--- src/idm_pkg.sv ---
// idm_pkg: shared constants and state types for the ideal diode mode control.
// assumes one 10 MHz system clock shared by every module of the block.
package idm_pkg;
   // ----------------------------------------
   // timing
   // ----------------------------------------
   localparam int IDM_CLOCK_HZ = 10000000;
   localparam int IDM_BLANK_NS = 200;
   localparam int IDM_BLANK_CYCLES = (IDM_BLANK_NS * (IDM_CLOCK_HZ / 1000000) + 999) / 1000;
   localparam int IDM_SYNC_STAGES = 2;
   localparam int IDM_BLANK_WIDTH = 16;
   // ----------------------------------------
   // states
   // ----------------------------------------
   typedef enum logic [2:0] {
      IDM_OP_WAIT_POS,
      IDM_OP_WAIT_NEG,
      IDM_OP_ASSIST_ON,
      IDM_OP_LOCK_OFF,
      IDM_OP_COMMANDED
   } idm_op_state_t;
   typedef enum logic [1:0] {
      IDM_TS_BLANK,
      IDM_TS_WAIT_NEG,
      IDM_TS_CONDUCT
   } idm_ts_state_t;
endpackage

--- src/idm_blank_timer.sv ---
// idm_blank_timer: restartable down counter giving the blanking interval.
// assumes start is a one-cycle pulse; done is a one-cycle pulse at expiry.
module idm_blank_timer
   import idm_pkg::*;
#(
   parameter int WIDTH = IDM_BLANK_WIDTH,
   parameter logic [WIDTH-1:0] CYCLES = WIDTH'(IDM_BLANK_CYCLES)
) (
   input wire logic clock,
   input wire logic reset_n,
   input wire logic start,
   output logic done
);
   logic [WIDTH-1:0] count_reg;
   logic running_reg;

   always_ff @(posedge clock) begin
      if (!reset_n) begin
         count_reg <= '0;
         running_reg <= 1'b0;
      end else if (start) begin
         count_reg <= CYCLES;
         running_reg <= 1'b1;
      end else if (running_reg) begin
         count_reg <= count_reg - WIDTH'(1);
         if (count_reg <= WIDTH'(1)) begin
            running_reg <= 1'b0;
         end
      end
   end

   assign done = running_reg && !start && (count_reg <= WIDTH'(1));
endmodule

--- src/idm_control.sv ---
// idm_control: gate decision for the power switch with operational assist and
// overtemperature diode emulation state machines.
// assumes gate_cmd is synchronous; drain polarity and current inputs are not.
//
// Function
// - falling command in commanded state: go forced off
// - first state waits positive drain, then second
// - second state off until negative drain
// - assist starts in second state after reset/shutdown
// - third state on; forward current goes fourth
// - fourth state locked off until command high
// - high command forces commanded-on fifth state
// - at most one assist turn-on per cycle
// - assist feature selectable present or absent
// - shutdown: command falling edge starts blanking state
// - blanking expiry advances without voltage condition
// - shutdown entry starts in off waiting state
// - negative drain moves shutdown machine to conduct
// - conduct state on; forward current returns off
// - without commands, alternate second/third states unlimited
// - error output asserted during switch shutdown
// - diode emulation inactive during driver shutdown
// - error low while either shutdown persists
module idm_control
   import idm_pkg::*;
#(
   parameter bit ASSIST_PRESENT = 1'b1,
   parameter int BLANK_CYCLES = IDM_BLANK_CYCLES
) (
   input wire logic clock,
   input wire logic reset_n,
   input wire logic gate_cmd,
   input wire logic drain_positive,
   input wire logic drain_negative,
   input wire logic current_forward,
   input wire logic switch_overtemp,
   input wire logic driver_overtemp,
   output logic gate_on,
   output logic error_n
);
   // ----------------------------------------
   // input conditioning
   // ----------------------------------------
   logic pos_s;
   logic neg_s;
   logic fwd_s;
   logic cmd_prev_reg;
   logic cmd_fall;
   logic blank_done;
   logic ts_active;
   logic ts_active_prev_reg;
   logic ts_entry;
   logic blank_start;

   idm_sync u_sync_pos (.clock(clock), .reset_n(reset_n), .async_in(drain_positive), .sync_out(pos_s));
   idm_sync u_sync_neg (.clock(clock), .reset_n(reset_n), .async_in(drain_negative), .sync_out(neg_s));
   idm_sync u_sync_fwd (.clock(clock), .reset_n(reset_n), .async_in(current_forward), .sync_out(fwd_s));

   always_ff @(posedge clock) begin
      if (!reset_n) begin
         cmd_prev_reg <= 1'b0;
      end else begin
         cmd_prev_reg <= gate_cmd;
      end
   end

   assign cmd_fall = cmd_prev_reg && !gate_cmd;
   // driver shutdown overrides diode emulation entirely
   assign ts_active = switch_overtemp && !driver_overtemp;

   always_ff @(posedge clock) begin
      if (!reset_n) begin
         ts_active_prev_reg <= 1'b0;
      end else begin
         ts_active_prev_reg <= ts_active;
      end
   end

   assign ts_entry = ts_active && !ts_active_prev_reg;
   assign blank_start = ts_active && cmd_fall;

   idm_blank_timer #(
      .WIDTH(IDM_BLANK_WIDTH),
      .CYCLES(IDM_BLANK_WIDTH'(BLANK_CYCLES))
   ) u_blank (
      .clock(clock),
      .reset_n(reset_n),
      .start(blank_start),
      .done(blank_done)
   );

   // ----------------------------------------
   // operational assist machine
   // ----------------------------------------
   idm_op_state_t op_reg;
   idm_op_state_t op_next;

   always_comb begin
      op_next = op_reg;
      if (gate_cmd) begin
         op_next = IDM_OP_COMMANDED;
      end else begin
         unique case (op_reg)
            IDM_OP_COMMANDED: op_next = IDM_OP_WAIT_POS;
            IDM_OP_WAIT_POS: if (pos_s) op_next = IDM_OP_WAIT_NEG;
            IDM_OP_WAIT_NEG: if (neg_s) op_next = IDM_OP_ASSIST_ON;
            IDM_OP_ASSIST_ON: if (fwd_s) op_next = IDM_OP_LOCK_OFF;
            IDM_OP_LOCK_OFF: op_next = IDM_OP_LOCK_OFF;
            default: op_next = IDM_OP_WAIT_NEG;
         endcase
      end
   end

   // any shutdown holds the machine at its start state until it clears
   always_ff @(posedge clock) begin
      if (!reset_n || switch_overtemp || driver_overtemp) begin
         op_reg <= IDM_OP_WAIT_NEG;
      end else begin
         op_reg <= op_next;
      end
   end

   // ----------------------------------------
   // shutdown diode emulation machine
   // ----------------------------------------
   idm_ts_state_t ts_reg;
   idm_ts_state_t ts_next;

   always_comb begin
      ts_next = ts_reg;
      if (cmd_fall) begin
         ts_next = IDM_TS_BLANK;
      end else begin
         unique case (ts_reg)
            IDM_TS_BLANK: if (blank_done) ts_next = IDM_TS_WAIT_NEG;
            IDM_TS_WAIT_NEG: if (neg_s) ts_next = IDM_TS_CONDUCT;
            IDM_TS_CONDUCT: if (fwd_s) ts_next = IDM_TS_WAIT_NEG;
            default: ts_next = IDM_TS_WAIT_NEG;
         endcase
      end
   end

   always_ff @(posedge clock) begin
      if (!reset_n || !ts_active || ts_entry) begin
         ts_reg <= IDM_TS_WAIT_NEG;
      end else begin
         ts_reg <= ts_next;
      end
   end

   // ----------------------------------------
   // outputs
   // ----------------------------------------
   logic gate_next;

   always_comb begin
      gate_next = 1'b0;
      if (driver_overtemp) begin
         gate_next = 1'b0;
      end else if (switch_overtemp) begin
         gate_next = ts_active_prev_reg && (ts_reg == IDM_TS_CONDUCT);
      end else if (ASSIST_PRESENT) begin
         gate_next = (op_reg == IDM_OP_COMMANDED) || (op_reg == IDM_OP_ASSIST_ON);
      end else begin
         gate_next = cmd_prev_reg;
      end
   end

   always_ff @(posedge clock) begin
      if (!reset_n) begin
         gate_on <= 1'b0;
         error_n <= 1'b1;
      end else begin
         gate_on <= gate_next;
         error_n <= !(switch_overtemp || driver_overtemp);
      end
   end

   // ----------------------------------------
   // checks
   // ----------------------------------------
   AST_FALL_TO_FORCED_OFF: assert property (@(posedge clock) disable iff (!reset_n)
      (op_reg == IDM_OP_COMMANDED && !gate_cmd && !switch_overtemp && !driver_overtemp)
      |=> op_reg == IDM_OP_WAIT_POS)
      else $error("assist did not enter forced off on falling command");
   AST_POS_ADVANCE: assert property (@(posedge clock) disable iff (!reset_n)
      (op_reg == IDM_OP_WAIT_POS && !gate_cmd && !switch_overtemp && !driver_overtemp)
      |=> op_reg == ($past(pos_s) ? IDM_OP_WAIT_NEG : IDM_OP_WAIT_POS))
      else $error("assist positive drain advance wrong");
   AST_NEG_ADVANCE: assert property (@(posedge clock) disable iff (!reset_n)
      (op_reg == IDM_OP_WAIT_NEG && neg_s && !gate_cmd && !switch_overtemp && !driver_overtemp)
      |=> op_reg == IDM_OP_ASSIST_ON)
      else $error("assist missed negative drain");
   AST_SHUTDOWN_START: assert property (@(posedge clock) disable iff (!reset_n)
      (switch_overtemp || driver_overtemp) |=> op_reg == IDM_OP_WAIT_NEG)
      else $error("assist not parked during shutdown");
   AST_LOCK_HOLDS: assert property (@(posedge clock) disable iff (!reset_n)
      (op_reg == IDM_OP_LOCK_OFF && !gate_cmd && !switch_overtemp && !driver_overtemp)
      |=> op_reg == IDM_OP_LOCK_OFF ##1 !(ASSIST_PRESENT && gate_on && !cmd_prev_reg && !switch_overtemp))
      else $error("lock off state released early");
   AST_CMD_HIGH: assert property (@(posedge clock) disable iff (!reset_n)
      (gate_cmd && !switch_overtemp && !driver_overtemp) |=> op_reg == IDM_OP_COMMANDED)
      else $error("high command not commanded state");
   AST_TS_BLANK: assert property (@(posedge clock) disable iff (!reset_n)
      (ts_active && ts_active_prev_reg && cmd_fall) |=> ts_reg == IDM_TS_BLANK)
      else $error("falling edge did not start blanking");
   AST_TS_CONDUCT_GATE: assert property (@(posedge clock) disable iff (!reset_n)
      (ts_reg == IDM_TS_CONDUCT && ts_active && ts_active_prev_reg) |=> gate_on)
      else $error("conduct state left switch off");
   AST_ERROR_LOW: assert property (@(posedge clock) disable iff (!reset_n)
      (switch_overtemp || driver_overtemp) |=> !error_n)
      else $error("error output not low in shutdown");
   AST_DRIVER_OFF: assert property (@(posedge clock) disable iff (!reset_n)
      driver_overtemp |=> !gate_on)
      else $error("switch on during driver shutdown");

   // ----------------------------------------
   // assist output checks
   // ----------------------------------------
   AST_WAIT_POS_OFF: assert property (@(posedge clock) disable iff (!reset_n)
      (ASSIST_PRESENT && op_reg == IDM_OP_WAIT_POS && !switch_overtemp && !driver_overtemp) |=> !gate_on)
      else $error("switch on while waiting for positive drain");

   AST_WAIT_NEG_OFF: assert property (@(posedge clock) disable iff (!reset_n)
      (ASSIST_PRESENT && op_reg == IDM_OP_WAIT_NEG && !switch_overtemp && !driver_overtemp) |=> !gate_on)
      else $error("switch on while waiting for negative drain");

   AST_ASSIST_GATE_ON: assert property (@(posedge clock) disable iff (!reset_n)
      (ASSIST_PRESENT && op_reg == IDM_OP_ASSIST_ON && !switch_overtemp && !driver_overtemp) |=> gate_on)
      else $error("assist state left switch off");

   AST_FWD_LOCK: assert property (@(posedge clock) disable iff (!reset_n)
      (op_reg == IDM_OP_ASSIST_ON && fwd_s && !gate_cmd && !switch_overtemp && !driver_overtemp)
      |=> op_reg == IDM_OP_LOCK_OFF)
      else $error("forward current did not lock assist off");

   AST_LOCK_GATE_OFF: assert property (@(posedge clock) disable iff (!reset_n)
      (ASSIST_PRESENT && op_reg == IDM_OP_LOCK_OFF && !switch_overtemp && !driver_overtemp) |=> !gate_on)
      else $error("switch on in lock off state");

   AST_ONE_ASSIST: assert property (@(posedge clock) disable iff (!reset_n)
      (op_reg == IDM_OP_LOCK_OFF && !gate_cmd && !switch_overtemp && !driver_overtemp)
      |=> op_reg != IDM_OP_ASSIST_ON)
      else $error("second assist turn-on in one command cycle");

   AST_BARE_FOLLOWS: assert property (@(posedge clock) disable iff (!reset_n)
      (!ASSIST_PRESENT && !switch_overtemp && !driver_overtemp) |=> gate_on == $past(cmd_prev_reg))
      else $error("switch without assist does not follow command");

   // ----------------------------------------
   // shutdown machine checks
   // ----------------------------------------
   AST_BLANK_OFF: assert property (@(posedge clock) disable iff (!reset_n)
      (ts_reg == IDM_TS_BLANK && switch_overtemp && !driver_overtemp) |=> !gate_on)
      else $error("switch on during blanking");

   AST_BLANK_EXPIRE: assert property (@(posedge clock) disable iff (!reset_n)
      (ts_reg == IDM_TS_BLANK && blank_done && !cmd_fall && ts_active && !ts_entry)
      |=> ts_reg == IDM_TS_WAIT_NEG)
      else $error("blanking expiry did not advance");

   AST_TS_ENTRY: assert property (@(posedge clock) disable iff (!reset_n)
      ts_entry |=> ts_reg == IDM_TS_WAIT_NEG)
      else $error("shutdown entry not in waiting state");

   AST_TS_WAIT_OFF: assert property (@(posedge clock) disable iff (!reset_n)
      (ts_reg == IDM_TS_WAIT_NEG && switch_overtemp && !driver_overtemp) |=> !gate_on)
      else $error("switch on in shutdown waiting state");

   AST_TS_NEG: assert property (@(posedge clock) disable iff (!reset_n)
      (ts_reg == IDM_TS_WAIT_NEG && neg_s && ts_active && !ts_entry && !cmd_fall)
      |=> ts_reg == IDM_TS_CONDUCT)
      else $error("negative drain did not start conduction");

   AST_TS_FWD: assert property (@(posedge clock) disable iff (!reset_n)
      (ts_reg == IDM_TS_CONDUCT && fwd_s && ts_active && !ts_entry && !cmd_fall)
      |=> ts_reg == IDM_TS_WAIT_NEG)
      else $error("forward current did not end conduction");

   AST_TS_PAIR: assert property (@(posedge clock) disable iff (!reset_n)
      (ts_active && !ts_entry && !cmd_fall && ts_reg != IDM_TS_BLANK) |=> ts_reg != IDM_TS_BLANK)
      else $error("blanking entered without a command edge");

   AST_SW_ERROR: assert property (@(posedge clock) disable iff (!reset_n)
      switch_overtemp |=> !error_n)
      else $error("error output high in switch shutdown");

   AST_TS_IDLE_DRIVER: assert property (@(posedge clock) disable iff (!reset_n)
      driver_overtemp |=> ts_reg == IDM_TS_WAIT_NEG)
      else $error("diode emulation active in driver shutdown");

   AST_ERROR_HIGH: assert property (@(posedge clock) disable iff (!reset_n)
      (!switch_overtemp && !driver_overtemp) |=> error_n)
      else $error("error output low without shutdown");
endmodule

--- src/idm_sync.sv ---
// idm_sync: multi-stage level synchroniser for one sensed polarity input.
// assumes the input may change at any time relative to clock.
module idm_sync
   import idm_pkg::*;
#(
   parameter int STAGES = IDM_SYNC_STAGES
) (
   input wire logic clock,
   input wire logic reset_n,
   input wire logic async_in,
   output logic sync_out
);
   logic [STAGES-1:0] chain_reg;

   // first stage feeds only the second stage
   always_ff @(posedge clock) begin
      if (!reset_n) begin
         chain_reg <= '0;
      end else begin
         chain_reg <= {chain_reg[STAGES-2:0], async_in};
      end
   end

   assign sync_out = chain_reg[STAGES-1];
endmodule

--- config.mk ---
export PLATFORM = sky130hd
export DESIGN_NAME = idm_control
export DESIGN_NICKNAME = d
export VERILOG_FILES = /design/src/idm_pkg.sv /design/src/idm_blank_timer.sv /design/src/idm_control.sv /design/src/idm_sync.sv
export SDC_FILE = /design/constraint.sdc
export NUM_CORES = 1
export LEC_CHECK = 0
export ABC_AREA = 1
export BUFFER_PORTS_ARGS = -buffer_cell sky130_fd_sc_hd__buf_2
export CORE_MARGIN = 3
export CORE_UTILIZATION = 50
export CTS_CLUSTER_SIZE = 14
export DETAILED_ROUTE_END_ITERATION = 8
export GPL_ROUTABILITY_DRIVEN = 0
export PLACE_DENSITY_LB_ADDON = 0.1
export SLEW_MARGIN = 10
export SYNTH_ARGS = -nofsm -noshare
export SYNTH_HDL_FRONTEND = slang
export SYNTH_SLANG_ARGS = --single-unit
--- constraint.sdc ---
create_clock -name clock -period 1.9 [get_ports clock]
set_clock_uncertainty 0.2 [all_clocks]
set_input_delay 0.38 -clock clock [delete_from_list [all_inputs] [get_ports clock]]
set_output_delay 0.38 -clock clock [all_outputs]
set_load 0.05 [all_outputs]
[Word-level counts from Yosys, hierarchy flattened]
Index checks and enable logic that the tools add are counted.
Operators by class
  add/subtract/negate cells: 1
  magnitude comparators: 1
  eq/ne operators: 18
  multiplexer cells: 16
  bitwise gates (word level): 1
  reductions and logical operators: 31
Operators with widths (number)
  16-bit by 1-bit less-or-equal comparator with 1-bit output (second input constant): 1
  16-bit by 1-bit subtractor with 16-bit output (second input constant): 1
  3-bit by 2-bit != test with 1-bit output (second input constant): 5
  3-bit case mux with 5 select lines: 1
  3-bit two-way mux: 4
  3-bit AND reduction: 4
  2-bit two-way mux: 5
  2-bit by 1-bit != test with 1-bit output (second input constant): 5
  2-bit OR reduction: 4
  1-bit logical AND: 7
  1-bit logical NOT: 7
  3-bit by 2-bit == test with 1-bit output (second input constant): 2
  1-bit logical OR: 6
  2-bit case mux with 3 select lines: 1
  1-bit two-way mux: 5
  3-bit by 1-bit == test with 1-bit output (second input constant): 1
  3-bit == test (second input constant): 1
  3-bit logical NOT: 1
  3-bit != test (second input constant): 1
  2-bit by 1-bit == test with 1-bit output (second input constant): 1
  2-bit == test (second input constant): 1
  2-bit logical NOT: 1
  2-bit != test (second input constant): 1
  2-bit nonzero test: 1
  1-bit NOT: 1
Word-level totals
  flip-flop bits (word level): 32
  output and inout bits: 2
  word-level logic and storage cells: 82

[Depth between registers and ports, before layout]
  depth in word-level cells: 9
  depth in mapped cells: 8
  gate-level depth less buffers: 8

[Hierarchy]
A second synthesis with hierarchy kept.
Second synthesis, totals
  cell total of the unflattened synthesis: 224
  area total of the unflattened synthesis: 1535.2 um2
Modules (own cells, without submodules)
  idm_blank_timer: times used 1, cells each 144, area an instance 962.2 um2
  idm_control: times used 1, cells each 62, area an instance 407.9 um2
  idm_sync: times used 3, cells each 6, area an instance 55.1 um2

[Worst setup path before layout]
Ideal clock, no wire load.
  kind: reg-to-reg
  start: register u_blank.count_reg[0]
  end: register u_blank.count_reg[4]
  data arrival time: 1.164 ns
  path slack: 0.416 ns
  stages on the path, launching flop included: 7
  clock period less this slack: 1.484 ns
  cells stage by stage: dfxtp_1 inv_1 ha_1 nand2_4 or2_2 nor3_1 nor3_1
On the way
  word-level cells in the longest chain between the ends: 1
Ends and longest elaborated chain
  start, declared: line idm_blank_timer.sv:14  | logic [WIDTH-1:0] count_reg;
  start signal, assigned: line idm_blank_timer.sv:25  | count_reg <= count_reg - WIDTH'(1);
  16-bit by 1-bit subtractor with 16-bit output: line idm_blank_timer.sv:25
No other way between the ends.
A chain may end at the register's enable or synchronous reset.

[Worst setup path in the final report]
  start: register u_blank.count_reg[0]
  end: register u_blank.count_reg[14]
The elaborated chain is that of the path after synthesis.

==> results.yml <==
clock_network:
  cts_setup_buffers: 0
  cts_resized: 0
  clk_pin_slew_ps: 110
  postCtsHoldBufs: 1
  cts_tree: "yes"
  htreeDepth: 2
  cts_buffers: 5
  worstSkewPairLatency_ps: 340
  root_buffer: "clkbuf_4"
  max-clock-path-buffers: 2
  cts.sink_count: 32
layout:
  final_util_pct: 59.7
  seqCellArea_um2: 641
  drive_above_1_share_pct: 16.8
  fillers: 257
  multi_input_area_um2: 732
  largest_reg_flops: 16
  fin_cells: 257
  nNetsFinal: 235
  syn_to_final_growth_pct: 11.0
  diodes: 0
routing:
  drt_iter0_markers: 70
  wire_per_inst_um: 10.7
  ant_nets: 0
  firstDrtPassIters: 4
  routed_via_density: 4.83
  num_vias: 1242
  detail_route.wirelength_um: 2740
  drcViolationCount: 0
synthesis:
  synth_commonest_cells: "nand2_1 (51), dfxtp_1 (32), inv_1 (30), nor2_1 (28)"
  yosysSeqAreaShare_pct: 42.5
  yosysWarnings: 0
  syn-num-nets: 219
  ys_seq_elements: 32
  yosys_most_used_dff: "dfxtp_1"
  netlist_instances: 209
  async_reset_ff_share_pct: 0
  synth_edf_count: 0
  synth.area.top_cells: "dfxtp_1 (42%), nand2_1 (13%), inv_1 (7.5%)"
  syn_area_per_cell_um2: 7.21
  synth_top_area_cell: "dfxtp_1"
  synth_cell_types: 25
  synth_top_area_share_pct: 42.5
  syn_area_um2: 1510
  yosysMostFrequentCell: "nand2_1"
timing:
  slew-limit-headroom_pct: 79.9
  finalHoldViolations: 0
  rsz0062_at_grt: "no"
  fin_hold_ws_ps: 17.2
  timing.fmax_ghz: 0.607
  fin_crit_sh_pct: 86.7
  final_max_slew_viol_count: 0
  period_minus_slack_ps: 1650
  tns_ps: 0
  setup_viol: 0
  fin_ws_ps: 253
  worstMarginPinSlew_ps: 300
global_route:
  gr-usage-all-layers_pct: 17.7
  grt_first_pass_wirelength_um: 4800
  grt_max_degree: 12
  grt_pass1_vias: 1137
  grt_overflow: 0
  antenna_found_initial: 0
place:
  placed_cells: 248
  portBuffers: 9
  place_ws_ps: 270
  dp_hpwl_um: 2170
floorplan:
  start_util_pct: 53.7
  io_pins: 10
  core_region_area_um2: 2810
  die_w_um: 60.9
  die_h_um: 60.9
  rows: 19
  dieArea_um2: 3710
setup_path:
  cp.required_ps: 1940
  crit_start: "u_blank.count_reg[0]"
  crit_path_end_kind: "register"
  startpoint_type: "register"
  critPathCapture: "u_blank.count_reg[14]"
  rr_endpoint: "u_blank.count_reg[14]"
  ff2ff_setup_slack_ps: 250
  r2r-start: "u_blank.count_reg[0]"
  critPathKind: "reg -> reg"
  crit_fanout: 4
  reg2reg_depth: 7
  arrival_ps: 1680
power_and_ir_drop:
  powerDensity_nw_per_um2: 794
  leakage_nw: 0.789
  ir_drop_uv: 541
flow_run:
  drv_cap: 0
worst_hold_path:
  min_path_type: "in -> reg"
status:
  status: "finished clean"
power by group:
part	internal (mW)	total [mW]	switching, mW	leakage [nW]
Clock	0.274	0.514	0.240	0.0412
Sequential	0.688	0.700	0.0121	0.260
Combinational	0.0417	0.115	0.0734	0.487
Total	1.00	1.33	0.325	0.789
per-layer routing:
layer  wire length, um  GRT usage [%]
met1              1400           23.7
met2              1200           25.3
met3                87           7.02
met4                50           7.43
met5                 0              0
worst min path at each step:
stage / startpoint / endpoint / slack [ps] / cells after the start
floorplan: u_sync_fwd.chain_reg[0] / u_sync_fwd.chain_reg[1] / 190 / 2
global placement: u_sync_fwd.chain_reg[0] / u_sync_fwd.chain_reg[1] / 200 / 2
global route: drain_positive / u_sync_pos.chain_reg[0] / 20 / 3
CTS: drain_positive / u_sync_pos.chain_reg[0] / 0.5 / 3
finish: drain_positive / u_sync_pos.chain_reg[0] / 20 / 3
detailed placement: u_sync_fwd.chain_reg[0] / u_sync_fwd.chain_reg[1] / 200 / 2
kinds of logic (layout without fill, tap and decap cells):
| family | count (synthesis) | count (layout) | synth area share (%) |
|---|---|---|---|
| compound gates | 22 | 22 | 7.39 |
| simple gates | 117 | 117 | 38.3 |
| xor+xnor | 2 | 2 | 1.16 |
| buf+inv | 34 | 51 | 8.96 |
| fa+ha+maj | 2 | 2 | 1.66 |
| flops | 32 | 32 | 42.5 |
metrics by stage:
stage	total power, mW	instance area (um^2)
final	1.33	1670
after detailed placement	0.829	1580
after CTS	1.35	1670
after global placement	0.826	1580
after global routing	1.40	1670
after floorplan	0.802	1510
area by class of cell:
cell class              instances  share of cell area, %
clock buffers                   5                   2.24
clock inverters                 3                   2.54
inverters                      32                   7.17
multi-input cells             143                   43.7
flip-flops and latches         32                   38.3
well taps                      31                   2.32
repair buffers                 11                   3.74
critical path, stage by stage, from the launching register on:
cell	delay, ps
dfxtp_1	350
inv_1	130
ha_1	250
nand2_4	90
nor3_2	260
nand4_1	130
nand2_1	90
nor2_1	40
cell usage in the layout (no fill, tap or decap):
cell	instances
clkbuf_4	5
or3_1	1
inv_1	30
nor3_1	4
or2_2	1
xor2_1	1
nor2_2	2
o21ai_0	9
dfxtp_1	32
buf_2	9
nand2_4	2
nor2_1	28
a31oi_1	1
nand2_1	51
nand2_2	2
xnor2_1	1
nand4_2	1
dlygate4sd3_1	1
a21oi_1	12
ha_1	2
nor2_4	8
clkinv_2	1
nor4_1	1
buf_4	1
nand4_1	2
nand3_1	12
clkinvlp_4	1
bufinv_16	1
inv_2	2
nor3_2	1
nand3_2	1
(Power assumes the default switching activity.)
